File: src/shared/nmm_pkg.sv
/*
 * Constants, register map and state encoding for the node power mode manager.
 * Assumes a 125 MHz clock; every timer hangs off a millisecond tick.
 */
`default_nettype none
package nmm_pkg;
    // ==========================================================
    // clock and timing
    localparam int unsigned CLK_NS        = 8;
    localparam int unsigned MS_NS         = 1000000;
    localparam int unsigned MS_CYCLES     = MS_NS / CLK_NS;
    localparam int unsigned SEC_MS        = 1000;
    localparam int unsigned LONG_PRESS_S  = 2;
    localparam int unsigned LONG_PRESS_MS = LONG_PRESS_S * SEC_MS;
    localparam int unsigned LED_STEP_MS   = 500;
    localparam int unsigned GAUGE_STEP_MS = 200;
    localparam int unsigned GAUGE_HOLD_MS = 3000;
    localparam int unsigned FLASH_BIT     = 8;
    localparam int unsigned DEF_MIN       = 2;
    localparam logic [15:0] DEF_SNOOZE_S  = 16'(DEF_MIN * 60);
    localparam logic [15:0] DEF_AWAKE_S   = 16'(DEF_MIN * 60);
    // ==========================================================
    // gauge thresholds, percent
    localparam int unsigned GAUGE_LEDS = 5;
    localparam logic [6:0]  PCT_L5     = 7'h51;
    localparam logic [6:0]  PCT_L4     = 7'h3D;
    localparam logic [6:0]  PCT_L3     = 7'h29;
    localparam logic [6:0]  PCT_L2     = 7'h15;
    localparam logic [6:0]  PCT_L1     = 7'h06;
    // ==========================================================
    // register map, word offsets
    localparam logic [3:0]  REG_CTRL       = 4'h0;
    localparam logic [3:0]  REG_STATUS     = 4'h1;
    localparam logic [3:0]  REG_SNOOZE     = 4'h2;
    localparam logic [3:0]  REG_AWAKE      = 4'h3;
    localparam logic [3:0]  REG_WAKE_TIME  = 4'h4;
    localparam logic [3:0]  REG_TIME       = 4'h5;
    localparam logic [3:0]  REG_POST_SNZ   = 4'h6;
    localparam logic [3:0]  REG_CHARGE     = 4'h7;
    localparam int unsigned CTRL_STANDBY   = 0;
    localparam int unsigned CTRL_SNOOZE    = 1;
    localparam int unsigned CTRL_SLEEP     = 2;
    localparam int unsigned ST_EXT         = 3;
    localparam int unsigned ST_ETH         = 4;
    localparam int unsigned ST_LINK        = 5;
    localparam int unsigned ST_CHARGE      = 6;
    // ==========================================================
    // power and mode states, gray along off-up-active-snooze path
    typedef enum logic [2:0] {
        NMM_OFF      = 3'b000,
        NMM_UP       = 3'b001,
        NMM_ACTIVE   = 3'b011,
        NMM_SNZ_LOW  = 3'b010,
        NMM_SNZ_WAKE = 3'b110,
        NMM_SLP_LOW  = 3'b111,
        NMM_SLP_WAKE = 3'b101,
        NMM_DOWN     = 3'b100
    } nmm_state_t;
endpackage : nmm_pkg
`default_nettype wire

File: src/hw/nmm_manager.sv
/*
 * Node power mode manager: source selection, charge control, button decode,
 * charge gauge, power LED sequence, standby, snooze and sleep sequencing.
 * Assumes source-present and link pins are asynchronous, the charge level
 * comes from battery manager logic on clk, and the register port on clk.
 */
`timescale 1ns/1ns
`default_nettype none
module nmm_manager
    import nmm_pkg::*;
#(
    parameter int unsigned MS_DIV = MS_CYCLES
)(
    input  wire logic                  clk,
    input  wire logic                  rst_n,
    input  wire logic                  buttonPin,
    input  wire logic                  extPresentPin,
    input  wire logic                  ethPresentPin,
    input  wire logic                  hostLinkPin,
    input  wire logic [6:0]            chargePct,
    input  wire logic [3:0]            regAddr,
    input  wire logic [31:0]           regWdata,
    input  wire logic                  regWr,
    input  wire logic                  regRd,
    output logic      [31:0]           regRdata,
    output logic                       nodePowerOn,
    output logic                       extPowerSelect,
    output logic                       ethPowerSelect,
    output logic                       chargeEnable,
    output logic                       sensorExcitationOn,
    output logic                       commEnable,
    output logic                       powerLedGreen,
    output logic                       powerLedRed,
    output logic                       gaugeRed,
    output logic [GAUGE_LEDS-1:0]      gaugeGreen
);
    import nmm_pkg::*;

    // ==========================================================
    // declarations
    nmm_state_t  state;
    nmm_state_t  next_state;
    logic [2:0]  syncA;
    logic [2:0]  syncB;
    logic [16:0] divCnt;
    logic        msTick;
    logic [9:0]  msInSec;
    logic        secTick;
    logic [15:0] stateMs;
    logic [15:0] stateSec;
    logic        everLinked;
    logic        standby;
    logic [15:0] snoozeSec;
    logic [15:0] awakeSec;
    logic [15:0] postSnoozeSec;
    logic [31:0] wakeTime;
    logic [31:0] timeOfDay;
    logic        gaugeActive;
    logic [11:0] gaugeMs;
    logic [2:0]  gaugeLevel;
    logic        shortPress;
    logic        longPress;
    logic [31:0] next_rdata;

    // ==========================================================
    // pin synchronisers
    wire [2:0] rawPins = {hostLinkPin, ethPresentPin, extPresentPin};
    genvar gi;
    generate
        for (gi = 0; gi < 3; gi = gi + 1) begin : g_sync
            always_ff @(posedge clk) begin
                if (!rst_n) begin
                    syncA[gi] <= 1'b0;
                    syncB[gi] <= 1'b0;
                end else begin
                    syncA[gi] <= rawPins[gi];
                    syncB[gi] <= syncA[gi];
                end
            end
        end
    endgenerate
    wire extOk  = syncB[0];
    wire ethIn  = syncB[1];
    wire linked = syncB[2];

    // ==========================================================
    // millisecond and second ticks
    wire divWrap = divCnt == 17'(MS_DIV - 1);
    wire secWrap = msInSec == 10'(SEC_MS - 1);
    always_ff @(posedge clk) begin
        if (!rst_n) begin
            divCnt  <= 17'h00000;
            msTick  <= 1'b0;
            msInSec <= 10'h000;
            secTick <= 1'b0;
        end else begin
            divCnt  <= divWrap ? 17'h00000 : divCnt + 17'h00001;
            msTick  <= divWrap;
            secTick <= msTick & secWrap;
            if (msTick)
                msInSec <= secWrap ? 10'h000 : msInSec + 10'h001;
        end
    end

    nmm_press_timer u_press (
        .clk        (clk),
        .rst_n      (rst_n),
        .buttonPin  (buttonPin),
        .msTick     (msTick),
        .shortPress (shortPress),
        .longPress  (longPress)
    );

    // ==========================================================
    // source selection and charging
    wire ethUsed   = ethIn & ~extOk;
    wire extSupply = extOk | ethIn;
    wire isOff     = state == NMM_OFF;
    always_comb begin
        extPowerSelect = extOk;
        ethPowerSelect = ethUsed;
        // the node load always wins; charge only once the node is down
        chargeEnable   = extSupply & isOff;
    end

    // ==========================================================
    // mode decode
    wire isLow    = (state == NMM_SNZ_LOW) | (state == NMM_SLP_LOW);
    wire canTalk  = (state == NMM_ACTIVE) | (state == NMM_SNZ_WAKE) | (state == NMM_SLP_WAKE);
    wire snoozeGo = regWr & canTalk & (regAddr == REG_CTRL) & regWdata[CTRL_SNOOZE];
    wire sleepGo  = regWr & canTalk & (regAddr == REG_CTRL) & regWdata[CTRL_SLEEP];
    wire awakeUp  = stateSec >= awakeSec;
    wire snoozeUp = stateSec >= snoozeSec;
    wire wakeDue  = timeOfDay >= wakeTime;
    wire ledDone  = stateMs >= 16'(3 * LED_STEP_MS);
    wire onHold   = longPress & ~isOff & (state != NMM_UP) & (state != NMM_DOWN);

    // ==========================================================
    // state machine
    always_comb begin
        next_state = state;
        case (state)
            NMM_OFF: begin
                if (longPress)
                    next_state = NMM_UP;
            end
            NMM_UP: begin
                if (ledDone)
                    next_state = NMM_ACTIVE;
            end
            NMM_ACTIVE: begin
                if (sleepGo)
                    next_state = NMM_SLP_LOW;
                else if (snoozeGo)
                    next_state = NMM_SNZ_LOW;
                else if (!everLinked && !linked && awakeUp)
                    next_state = NMM_SNZ_LOW;
            end
            NMM_SNZ_LOW: begin
                if (snoozeUp)
                    next_state = NMM_SNZ_WAKE;
            end
            NMM_SNZ_WAKE: begin
                if (linked)
                    next_state = NMM_ACTIVE;
                else if (awakeUp)
                    next_state = NMM_SNZ_LOW;
            end
            NMM_SLP_LOW: begin
                if (wakeDue)
                    next_state = NMM_SLP_WAKE;
            end
            NMM_SLP_WAKE: begin
                if (linked)
                    next_state = NMM_ACTIVE;
                else if (stateSec >= DEF_AWAKE_S)
                    next_state = NMM_SNZ_LOW;
            end
            NMM_DOWN: begin
                if (ledDone)
                    next_state = NMM_OFF;
            end
            default: next_state = NMM_OFF;
        endcase
        if (onHold)
            next_state = NMM_DOWN;
    end

    wire stateChange = next_state != state;
    always_ff @(posedge clk) begin
        if (!rst_n) begin
            state      <= NMM_OFF;
            stateMs    <= 16'h0000;
            stateSec   <= 16'h0000;
            everLinked <= 1'b0;
        end else begin
            state <= next_state;
            // timers restart on every transition so each phase is timed alone
            if (stateChange)
                stateMs <= 16'h0000;
            else if (msTick && stateMs != 16'hFFFF)
                stateMs <= stateMs + 16'h0001;
            if (stateChange)
                stateSec <= 16'h0000;
            else if (secTick && stateSec != 16'hFFFF)
                stateSec <= stateSec + 16'h0001;
            everLinked <= (state == NMM_ACTIVE) & ~stateChange & (everLinked | linked);
        end
    end

    // ==========================================================
    // settings and time of day
    wire wrOk = regWr & canTalk;
    always_ff @(posedge clk) begin
        if (!rst_n) begin
            standby       <= 1'b0;
            snoozeSec     <= DEF_SNOOZE_S;
            awakeSec      <= DEF_AWAKE_S;
            postSnoozeSec <= DEF_SNOOZE_S;
            wakeTime      <= 32'h00000000;
            timeOfDay     <= 32'h00000000;
        end else if (state == NMM_UP) begin
            // a power cycle forgets every user setting except wake time and time of day
            standby       <= 1'b0;
            snoozeSec     <= DEF_SNOOZE_S;
            awakeSec      <= DEF_AWAKE_S;
            postSnoozeSec <= DEF_SNOOZE_S;
        end else begin
            if (wrOk && regAddr == REG_TIME)
                timeOfDay <= regWdata;
            else if (secTick)
                timeOfDay <= timeOfDay + 32'h00000001;
            if (state == NMM_SLP_WAKE && next_state == NMM_SNZ_LOW)
                snoozeSec <= postSnoozeSec;
            else if (wrOk && regAddr == REG_SNOOZE)
                snoozeSec <= regWdata[15:0];
            if (wrOk && regAddr == REG_AWAKE)
                awakeSec <= regWdata[15:0];
            if (wrOk && regAddr == REG_POST_SNZ)
                postSnoozeSec <= regWdata[15:0];
            if (wrOk && regAddr == REG_WAKE_TIME)
                wakeTime <= regWdata;
            if (wrOk && regAddr == REG_CTRL)
                standby <= regWdata[CTRL_STANDBY];
        end
    end

    // ==========================================================
    // node outputs
    always_comb begin
        nodePowerOn        = ~isOff;
        sensorExcitationOn = (state == NMM_ACTIVE) & ~standby;
        commEnable         = canTalk;
        powerLedGreen      = 1'b0;
        powerLedRed        = 1'b0;
        if (state == NMM_UP) begin
            powerLedRed   = stateMs < 16'(2 * LED_STEP_MS);
            powerLedGreen = stateMs >= 16'(LED_STEP_MS);
        end else if (state == NMM_DOWN) begin
            powerLedGreen = stateMs < 16'(2 * LED_STEP_MS);
            powerLedRed   = (stateMs >= 16'(LED_STEP_MS)) & ~ledDone;
        end
    end

    // ==========================================================
    // charge gauge
    always_comb begin
        if (chargePct >= PCT_L5)
            gaugeLevel = 3'd5;
        else if (chargePct >= PCT_L4)
            gaugeLevel = 3'd4;
        else if (chargePct >= PCT_L3)
            gaugeLevel = 3'd3;
        else if (chargePct >= PCT_L2)
            gaugeLevel = 3'd2;
        else if (chargePct >= PCT_L1)
            gaugeLevel = 3'd1;
        else
            gaugeLevel = 3'd0;
    end

    always_ff @(posedge clk) begin
        if (!rst_n) begin
            gaugeActive <= 1'b0;
            gaugeMs     <= 12'h000;
        end else if (shortPress) begin
            gaugeActive <= 1'b1;
            gaugeMs     <= 12'h000;
        end else if (msTick && gaugeActive) begin
            gaugeActive <= gaugeMs < 12'(GAUGE_HOLD_MS - 1);
            gaugeMs     <= gaugeMs + 12'h001;
        end
    end

    generate
        for (gi = 0; gi < GAUGE_LEDS; gi = gi + 1) begin : g_gauge
            // each LED waits its turn so the bar grows left to right
            always_comb begin
                gaugeGreen[gi] = gaugeActive & (gaugeLevel > 3'(gi))
                               & (gaugeMs >= 12'(gi * GAUGE_STEP_MS));
            end
        end
    endgenerate
    always_comb begin
        gaugeRed = gaugeActive & (gaugeLevel == 3'd0) & gaugeMs[FLASH_BIT];
    end

    // ==========================================================
    // register read port; reads are refused while asleep
    wire [31:0] statusWord = {25'h0000000, chargeEnable, linked, ethIn, extOk, state};
    always_comb begin
        next_rdata = 32'h00000000;
        if (!regRd || !canTalk)
            next_rdata = 32'h00000000;
        else if (regAddr == REG_CTRL)
            next_rdata = {31'h00000000, standby};
        else if (regAddr == REG_STATUS)
            next_rdata = statusWord;
        else if (regAddr == REG_SNOOZE)
            next_rdata = {16'h0000, snoozeSec};
        else if (regAddr == REG_AWAKE)
            next_rdata = {16'h0000, awakeSec};
        else if (regAddr == REG_WAKE_TIME)
            next_rdata = wakeTime;
        else if (regAddr == REG_TIME)
            next_rdata = timeOfDay;
        else if (regAddr == REG_POST_SNZ)
            next_rdata = {16'h0000, postSnoozeSec};
        else if (regAddr == REG_CHARGE)
            next_rdata = {25'h0000000, chargePct};
    end

    always_ff @(posedge clk) begin
        if (!rst_n)
            regRdata <= 32'h00000000;
        else
            regRdata <= next_rdata;
    end
endmodule : nmm_manager
`default_nettype wire

File: src/hw/nmm_press_timer.sv
/*
 * Power button synchroniser and press timer; classifies each press on release.
 * Assumes a raw active-high button pin and a one-cycle millisecond tick.
 */
`timescale 1ns/1ns
`default_nettype none
module nmm_press_timer
    import nmm_pkg::*;
(
    input  wire logic clk,
    input  wire logic rst_n,
    input  wire logic buttonPin,
    input  wire logic msTick,
    output logic      shortPress,
    output logic      longPress
);
    logic        syncA;
    logic        syncB;
    logic        pressed;
    logic [11:0] pressMs;
    wire         release_ = pressed & ~syncB;
    wire         isLong   = pressMs >= 12'(LONG_PRESS_MS);

    // ==========================================================
    // sync, timing and release classification
    always_ff @(posedge clk) begin
        if (!rst_n) begin
            syncA      <= 1'b0;
            syncB      <= 1'b0;
            pressed    <= 1'b0;
            pressMs    <= 12'h000;
            shortPress <= 1'b0;
            longPress  <= 1'b0;
        end else begin
            syncA      <= buttonPin;
            syncB      <= syncA;
            pressed    <= syncB;
            // saturate so a very long hold stays long
            if (!syncB)
                pressMs <= 12'h000;
            else if (msTick && !isLong)
                pressMs <= pressMs + 12'h001;
            shortPress <= release_ & ~isLong;
            longPress  <= release_ & isLong;
        end
    end
endmodule : nmm_press_timer
`default_nettype wire

File: config.mk
export PLATFORM = sky130hd
export DESIGN_NAME = nmm_manager
export DESIGN_NICKNAME = d
export VERILOG_FILES = /design/src/shared/nmm_pkg.sv /design/src/hw/nmm_manager.sv /design/src/hw/nmm_press_timer.sv
export SDC_FILE = /design/constraint.sdc
export NUM_CORES = 1
export LEC_CHECK = 0
export BUFFER_PORTS_ARGS = -buffer_cell sky130_fd_sc_hd__buf_2
export CAP_MARGIN = 20
export CORE_MARGIN = 1.5
export CORE_UTILIZATION = 45
export CTS_CLUSTER_SIZE = 12
export DETAILED_ROUTE_END_ITERATION = 10
export PLACE_DENSITY = 0.65
export SYNTH_ARGS = -nofsm -noshare
export SYNTH_HDL_FRONTEND = slang
export SYNTH_SLANG_ARGS = --single-unit
File: constraint.sdc
create_clock -name clk -period 7.6 [get_ports clk]
set_clock_uncertainty 0.2 [all_clocks]
set_input_delay 0.76 -clock clk [delete_from_list [all_inputs] [get_ports clk]]
set_output_delay 0.76 -clock clk [all_outputs]
set_load 0.02 [all_outputs]
# Yosys cells after proc, flatten, opt, wreduce, memory -nomap -nowiden
# Index checks and enable logic that the tools add are counted.
# Widths: inputs -> output; s select.
dict set report word_totals {
  input_bits 51
  reg_bits 246
  elab_cells 201
}
dict set report op_classes {
  add_sub_neg 7
  n_mux 38
  n_bitwise 42
  eq_ne 22
  magnitude_cmp 24
  n_reduce_logical 36
}
# operator count
set ops {}
lappend ops {{$mux 32} 4}
lappend ops {{$mux 16} 5}
lappend ops {{$mux 3} 15}
lappend ops {{$add 16x1->16 const B} 2}
lappend ops {{$add 32x1->32 const B} 1}
lappend ops {{$ge 16x16->1} 2}
lappend ops {{$ge 32x32->1} 1}
lappend ops {{$ne 16x16->1 const B} 2}
lappend ops {{$and 1x1->1} 29}
lappend ops {{$add 12x1->12 const B} 2}
lappend ops {{$ge 12x10->1 const B} 2}
lappend ops {{$pmux 3 s8} 1}
lappend ops {{$add 17x1->17 const B} 1}
lappend ops {{$eq 17x17->1 const B} 1}
lappend ops {{$eq 4x3->1 const B} 4}
lappend ops {{$ge 16x11->1 const B} 1}
lappend ops {{$ge 16x7->1 const B} 1}
lappend ops {{$ge 16x9->1 const B} 1}
lappend ops {{$lt 16x10->1 const B} 1}
lappend ops {{$ge 7x6->1 const B} 2}
lappend ops {{$mux 7} 2}
lappend ops {{$logic_and 1x1->1} 13}
lappend ops {{$eq 3x3->1 const B} 4}
lappend ops {{$ge 12x1->1 const B} 1}
lappend ops {{other kinds (34)} 71}

# Depth between registers and ports, before layout
dict set report depth {
  ltp_word 14
  ltp_mapped 11
  ltp_nobuf 9
}

# Cells and area by module
# A second synthesis with hierarchy kept.
dict set report unflattened {
  hier_cells 1607
  area_unflattened_um2 13178.9
}
# mod cells_per_inst seq_area_each_um2 instances area_each_um2
set by_module_without_submodules {}
lappend by_module_without_submodules {nmm_manager 1533 4584.4 1 12469.5}
lappend by_module_without_submodules {nmm_press_timer 74 340.3 1 709.4}

# Least setup slack after synthesis
# OpenSTA, ideal clock, no wires.
dict set report synth_timing {
  kind {in2reg}
  start {input regAddr[2]}
  end {register snoozeSec[10]}
  setup_ps 80
  arrival_ps 2589
  stages 11
  n_path_buf 4
  setup_slack_ps 4731
  t_required_ps 7320
  path_cell_list {clkbuf_1 > or2_1 > buf_2 > nor3_2 > nand4b_1 > a21oi_1 > a31oi_4 > nand2b_1 > buf_6 > buf_8 > a211oi_2}
}
dict set report synth_via {
  elab_chain_cells 10
  word_cells_on_any_way 14
  cone_classes {eq/ne (2); mux (5); bitwise (3); reduce/logical (4)}
}
# element line_no
set synth_lines {}
lappend synth_lines {{from (decl)} nmm_manager.sv:21} ;# input wire logic [3:0] regAddr,
lappend synth_lines {{$logic_not 4->1} {nmm_manager.sv:130, nmm_manager.sv:131}}
lappend synth_lines {{$and 1x1->1} {nmm_manager.sv:130, nmm_manager.sv:131}}
lappend synth_lines {{$and 1x1->1} nmm_manager.sv:130} ;# wire snoozeGo = regWr & canTalk & (regAddr == REG_CTRL) & regWdata[CTRL_SNOOZE];
lappend synth_lines {{$mux 3} nmm_manager.sv:154} ;# else if (snoozeGo)
lappend synth_lines {{$mux 3} nmm_manager.sv:152} ;# if (sleepGo)
lappend synth_lines {{$pmux 3 s8} nmm_manager.sv:142} ;# case (state)
lappend synth_lines {{$mux 3} nmm_manager.sv:185} ;# if (onHold)
lappend synth_lines {{$eq 3x2->1} nmm_manager.sv:233} ;# if (state == NMM_SLP_WAKE && next_state == NMM_SNZ_LOW)
lappend synth_lines {{$logic_and 1x1->1} nmm_manager.sv:233}
lappend synth_lines {{$mux 16 / $reduce_bool 2->1 (equally long branches)} n/a}
lappend synth_lines {{to (signal assigned)} nmm_manager.sv:234} ;# snoozeSec <= postSnoozeSec;
lappend synth_lines {{to (signal assigned)} nmm_manager.sv:236} ;# snoozeSec <= regWdata[15:0];
lappend synth_lines {{to (decl)} nmm_manager.sv:53} ;# logic [15:0] snoozeSec;
# Several ways; a longest one is shown, not always the timed one.
# A chain may end at the register's enable or synchronous reset.

# Worst setup path in the final report
dict set report layout_timing {
  start {register state[0]}
  end {register timeOfDay[2]}
}
dict set report layout_via {
  elab_chain_cells 7
  word_cells_on_any_way 12
  cone_classes {eq/ne (4); mux (1); bitwise (4); reduce/logical (3)}
}
# element line_no
set layout_lines {}
lappend layout_lines {{from (decl)} nmm_manager.sv:41} ;# nmm_state_t state;
lappend layout_lines {{from (signal assigned)} nmm_manager.sv:197} ;# state <= next_state;
lappend layout_lines {{$eq 3x2->1 / $eq 3x3->1 (equally long branches)} nmm_manager.sv:129} ;# wire canTalk = (state == NMM_ACTIVE) | (state == NMM_SNZ_WAKE) | (state == NMM_SLP_WAKE);
lappend layout_lines {{$or 1x1->1 (2 in a row)} nmm_manager.sv:129}
lappend layout_lines {{$and 1x1->1} nmm_manager.sv:213} ;# wire wrOk = regWr & canTalk;
lappend layout_lines {{$logic_and 1x1->1} nmm_manager.sv:229} ;# if (wrOk && regAddr == REG_TIME)
lappend layout_lines {{$reduce_bool 2->1 (no line)} n/a}
lappend layout_lines {{$reduce_and 2->1 (no line)} n/a}
lappend layout_lines {{to (signal assigned)} nmm_manager.sv:230} ;# timeOfDay <= regWdata;
lappend layout_lines {{to (signal assigned)} nmm_manager.sv:232} ;# timeOfDay <= timeOfDay + 32'h00000001;
lappend layout_lines {{to (decl)} nmm_manager.sv:57} ;# logic [31:0] timeOfDay;
# Several ways; a longest one is shown, not always the timed one.

==> key figures <==
Clock network
  • CTS Hold Bufs: 0
  • Gates resized, CTS repair: 0
  • Clk_lat worst skew: between 0.5 and 0.6 ns
  • Clock sink total: 246
  • Post-CTS Setup Repair Bufs: 0
  • CTS max path bufs: 3
  • H-tree Lvls: 1
  • CTS Buf Count: 29
  • Reg clk slew, reported paths: 0.06 ns
  • CTS tree: yes
  • Root buffer selected by CTS: clkbuf_16

Power
  • Power per Cell Area: 190 nW/um^2
  • Static leakage: 5.65 nW
  • Total power: ~2.8 mW
  • Maximum vdd drop: 0.208 mV

Worst hold path
  • Worst hold endpoint: syncA[0]$_SDFF_PN0_
  • Worst hold stages: 2
  • Hold Crit Start: extPresentPin
  • Hold Crit Class: in -> reg

Worst setup path
  • Req. time, crit path: 7.82 ns
  • Arr. time, crit path: about 4.3 ns
  • WP buf/inv: 2
  • CP Capture Type: register
  • Slowest Stage Delay on Critical Path: 0.90 ns
  • Crit-path leading delay family: compound AO/OA/AOI/OAI gates
  • Reg2Reg Setup Slack: around 3.6 ns
  • Worst r2r path cells: 9
  • Max FO, Critical Path: 38
  • Critical path type: reg -> reg
  • Endpoint of the worst register-to-register path: timeOfDay[2]$_SDFFE_PN0P_
  • Crit-path cells: nor2b_1 > a32o_1 > buf_4 > and2_1 > buf_4 > o21a_1 > o21ai_0 > a21oi_1 > nor2_1
  • Startpoint types: register
  • Reg2Reg Launch Point: state[0]$_SDFF_PN0_
  • Crit-path most repeated cell: buf_4
  • CP max-delay cell: o21a_1

Route
  • 1st-pass router iterations: 8
  • Routed via count: 11963
  • Antenna-violating nets left: 0
  • DRC errors left: 0
  • Routed vias/inst: between 5 and 6
  • Routed WL: 36200 um
  • Per-cell routed wire length: 17.2 um
  • DR iter-0 viols: approximately 940

Outcome
  • Status: complete, no violations

Global route
  • Tot GR Track Use: 23.5%
  • Number of global-route vias before repair: 11354
  • Largest net degree at the start of global routing: 59
  • Total gr overflow: 0
  • Initial antenna violation count: 2
  • Global-route wire length before repair: a little under 60000 um

Floorplan
  • Die X-Extent: approximately 170 um
  • Starting density of the core: 45.9%
  • Die height: 174 um
  • I/O pin cnt: 97
  • Die area: 30400 um^2
  • # rows: 62
  • Core Region: 28800 um^2

Synthesis
  • Ys Warns: 0
  • Cell Area, Synth: about 13000 um^2
  • Post-Synthesis Cells: 1642
  • Primary FF master, synth: dfxtp_1
  • Area contributors post-synth: dfxtp_1 (37%), ha_1 (7.1%), nand2_1 (6.5%)
  • Syn nets: between 1500 and 2000
  • Register area share after synthesis: between 30 and 40%
  • Library cells used by synthesis: 78
  • Mean area per synthesized cell: 8.04 um^2
  • Number of flops mapped to enable cells by yosys: 0
  • #FFs+latches synth: between 200 and 250
  • Top cell type by total area after synthesis: dfxtp_1
  • Post-synth top area share: 37.3%
  • Ys async rst share: 0%

Timing
  • Slew headroom: 26.5%
  • Final min period: 4.03 ns
  • Slew Limit Fails: 0
  • Slew at the pin closest to its max-slew limit: 1.10 ns
  • Setup TNS: 0 ns
  • RSZ-0062 raised after global routing: false
  • Crit share post-route: 53.0%
  • Final Hold Violating Endpoints: 0
  • F_max: about 0.25 GHz
  • Final setup vio count: 0

Placement
  • Placed cells: 2043
  • DP HPWL: 25500 um
  • RePlAce Congestion: between 0.8 and 0.9
  • IO buf count: 96

Cells and area
  • Area Overhead vs Synth: 12.6%
  • Non-Filler Instances: between 2000 and 2500
  • Nets: roughly 1800
  • Share of cells above drive strength 1: 12.9%

Run
  • Max_cap viols: 0
-- Yosys cell counts (24+ instances only) --
library cell / number
xnor2_1: 27
nand2_1: 228
a21oi_1: 145
nor3_1: 33
dfxtp_1: 246
nor3_2: 28
a22oi_1: 29
a211oi_1: 24
nand4_1: 33
mux2i_1: 27
xor2_1: 39
o21ai_0: 65
nand3_1: 72
ha_1: 75
clkbuf_1: 66
inv_1: 87
nor2_1: 172
-- per-stage QoR --
stage / setup WS (ns) / hold WS, ns / utilization [%] / instance area (um^2)
after detailed placement: 3.57 / 0.220 / 48.2 / 13900
final: 3.57 / 0.213 / 51.7 / 14900
after floorplan: 4.73 / 0.212 / - / 13200
after global placement: 3.58 / 0.216 / 48.2 / 13900
after CTS: 3.66 / 0.193 / 51.6 / 14800
after global routing: 3.27 / 0.207 / 51.7 / 14900
-- per-layer routing --
metal  vias to the layer above  GRT usage [%]  share of wire (%)
met5                         -              0                  0
met4                         0           6.43                2.4
met3                        55           2.95                5.3
met2                       366           38.4                 46
met1                      5665           32.6                 47
li1                       5877              -                  -
-- state kept, by name (all words and copies together), names as in the netlist, 16 cells and up --
| register | cells |
|---|---|
| timeOfDay | 32 |
| snoozeSec | 16 |
| wakeTime | 32 |
| postSnoozeSec | 16 |
| divCnt | 17 |
| regRdata | 32 |
| stateSec | 16 |
| stateMs | 16 |
| awakeSec | 16 |
-- cell families after synthesis --
| group | count (synthesis) | synth area share, % |
|---|---|---|
| compound gates | 366 | 17.9 |
| xor+xnor | 66 | 4.38 |
| fa+ha+maj | 75 | 7.11 |
| buf+inv | 178 | 5.57 |
| flops | 246 | 37.3 |
| mux | 29 | 2.39 |
| simple gates | 682 | 25.3 |
-- area by class of cell --
type / count / area, um^2
antenna: 2 / 5.00
clock buffer: 41 / 851
clock inverter: 10 / 133
fill: 2761 / 13900
inverter: 87 / 327
multi-input combinational: 1218 / 7560
sequential: 246 / 4920
tap: 384 / 480
timing repair buffer: 110 / 583
-- worst max-delay path by stage --
stage / start / endpoint / slack [ns] / depth (start not counted)
final: state[0]$_SDFF_PN0_ / timeOfDay[2]$_SDFFE_PN0P_ / 3.57 / 9
after global routing: state[0]$_SDFF_PN0_ / timeOfDay[2]$_SDFFE_PN0P_ / 3.27 / 9
after CTS: state[0]$_SDFF_PN0_ / timeOfDay[2]$_SDFFE_PN0P_ / 3.66 / 9
after detailed placement: regAddr[0] / timeOfDay[2]$_SDFFE_PN0P_ / 3.57 / 10
after global placement: regAddr[0] / timeOfDay[13]$_SDFFE_PN0P_ / 3.58 / 10
after floorplan: regAddr[2] / snoozeSec[10]$_SDFFE_PP0P_ / 4.73 / 11
-- power by group --
part	internal (mW)	leakage, nW	switching [mW]
Sequential	1.29	1.98	0.00328
Combinational	0.0267	3.17	0.0669
Clock	0.874	0.491	0.552
-- worst register-to-register path, delay by kind of cell (launching register included) --
kind                   cells  cell delay, ns
AO/OA/AOI/OAI              4            1.56
flip-flops                 1            0.79
buffers and inverters      2            0.69
AND/OR/NAND/NOR            3            0.66
-- cells in the final DEF (no fill, tap or decap), types with 31 or more instances in the layout --
cell type | synthesis | routed
nor3_1 | 33 | 31
buf_2 | 14 | 97
nand4_1 | 33 | 33
dfxtp_1 | 246 | 246
nand3_1 | 72 | 72
nor2_1 | 172 | 172
inv_1 | 87 | 86
a21oi_1 | 145 | 145
o21ai_0 | 65 | 65
ha_1 | 75 | 75
xor2_1 | 39 | 39
nand2_1 | 228 | 227
Note: power is estimated with default switching activity, not from simulation.
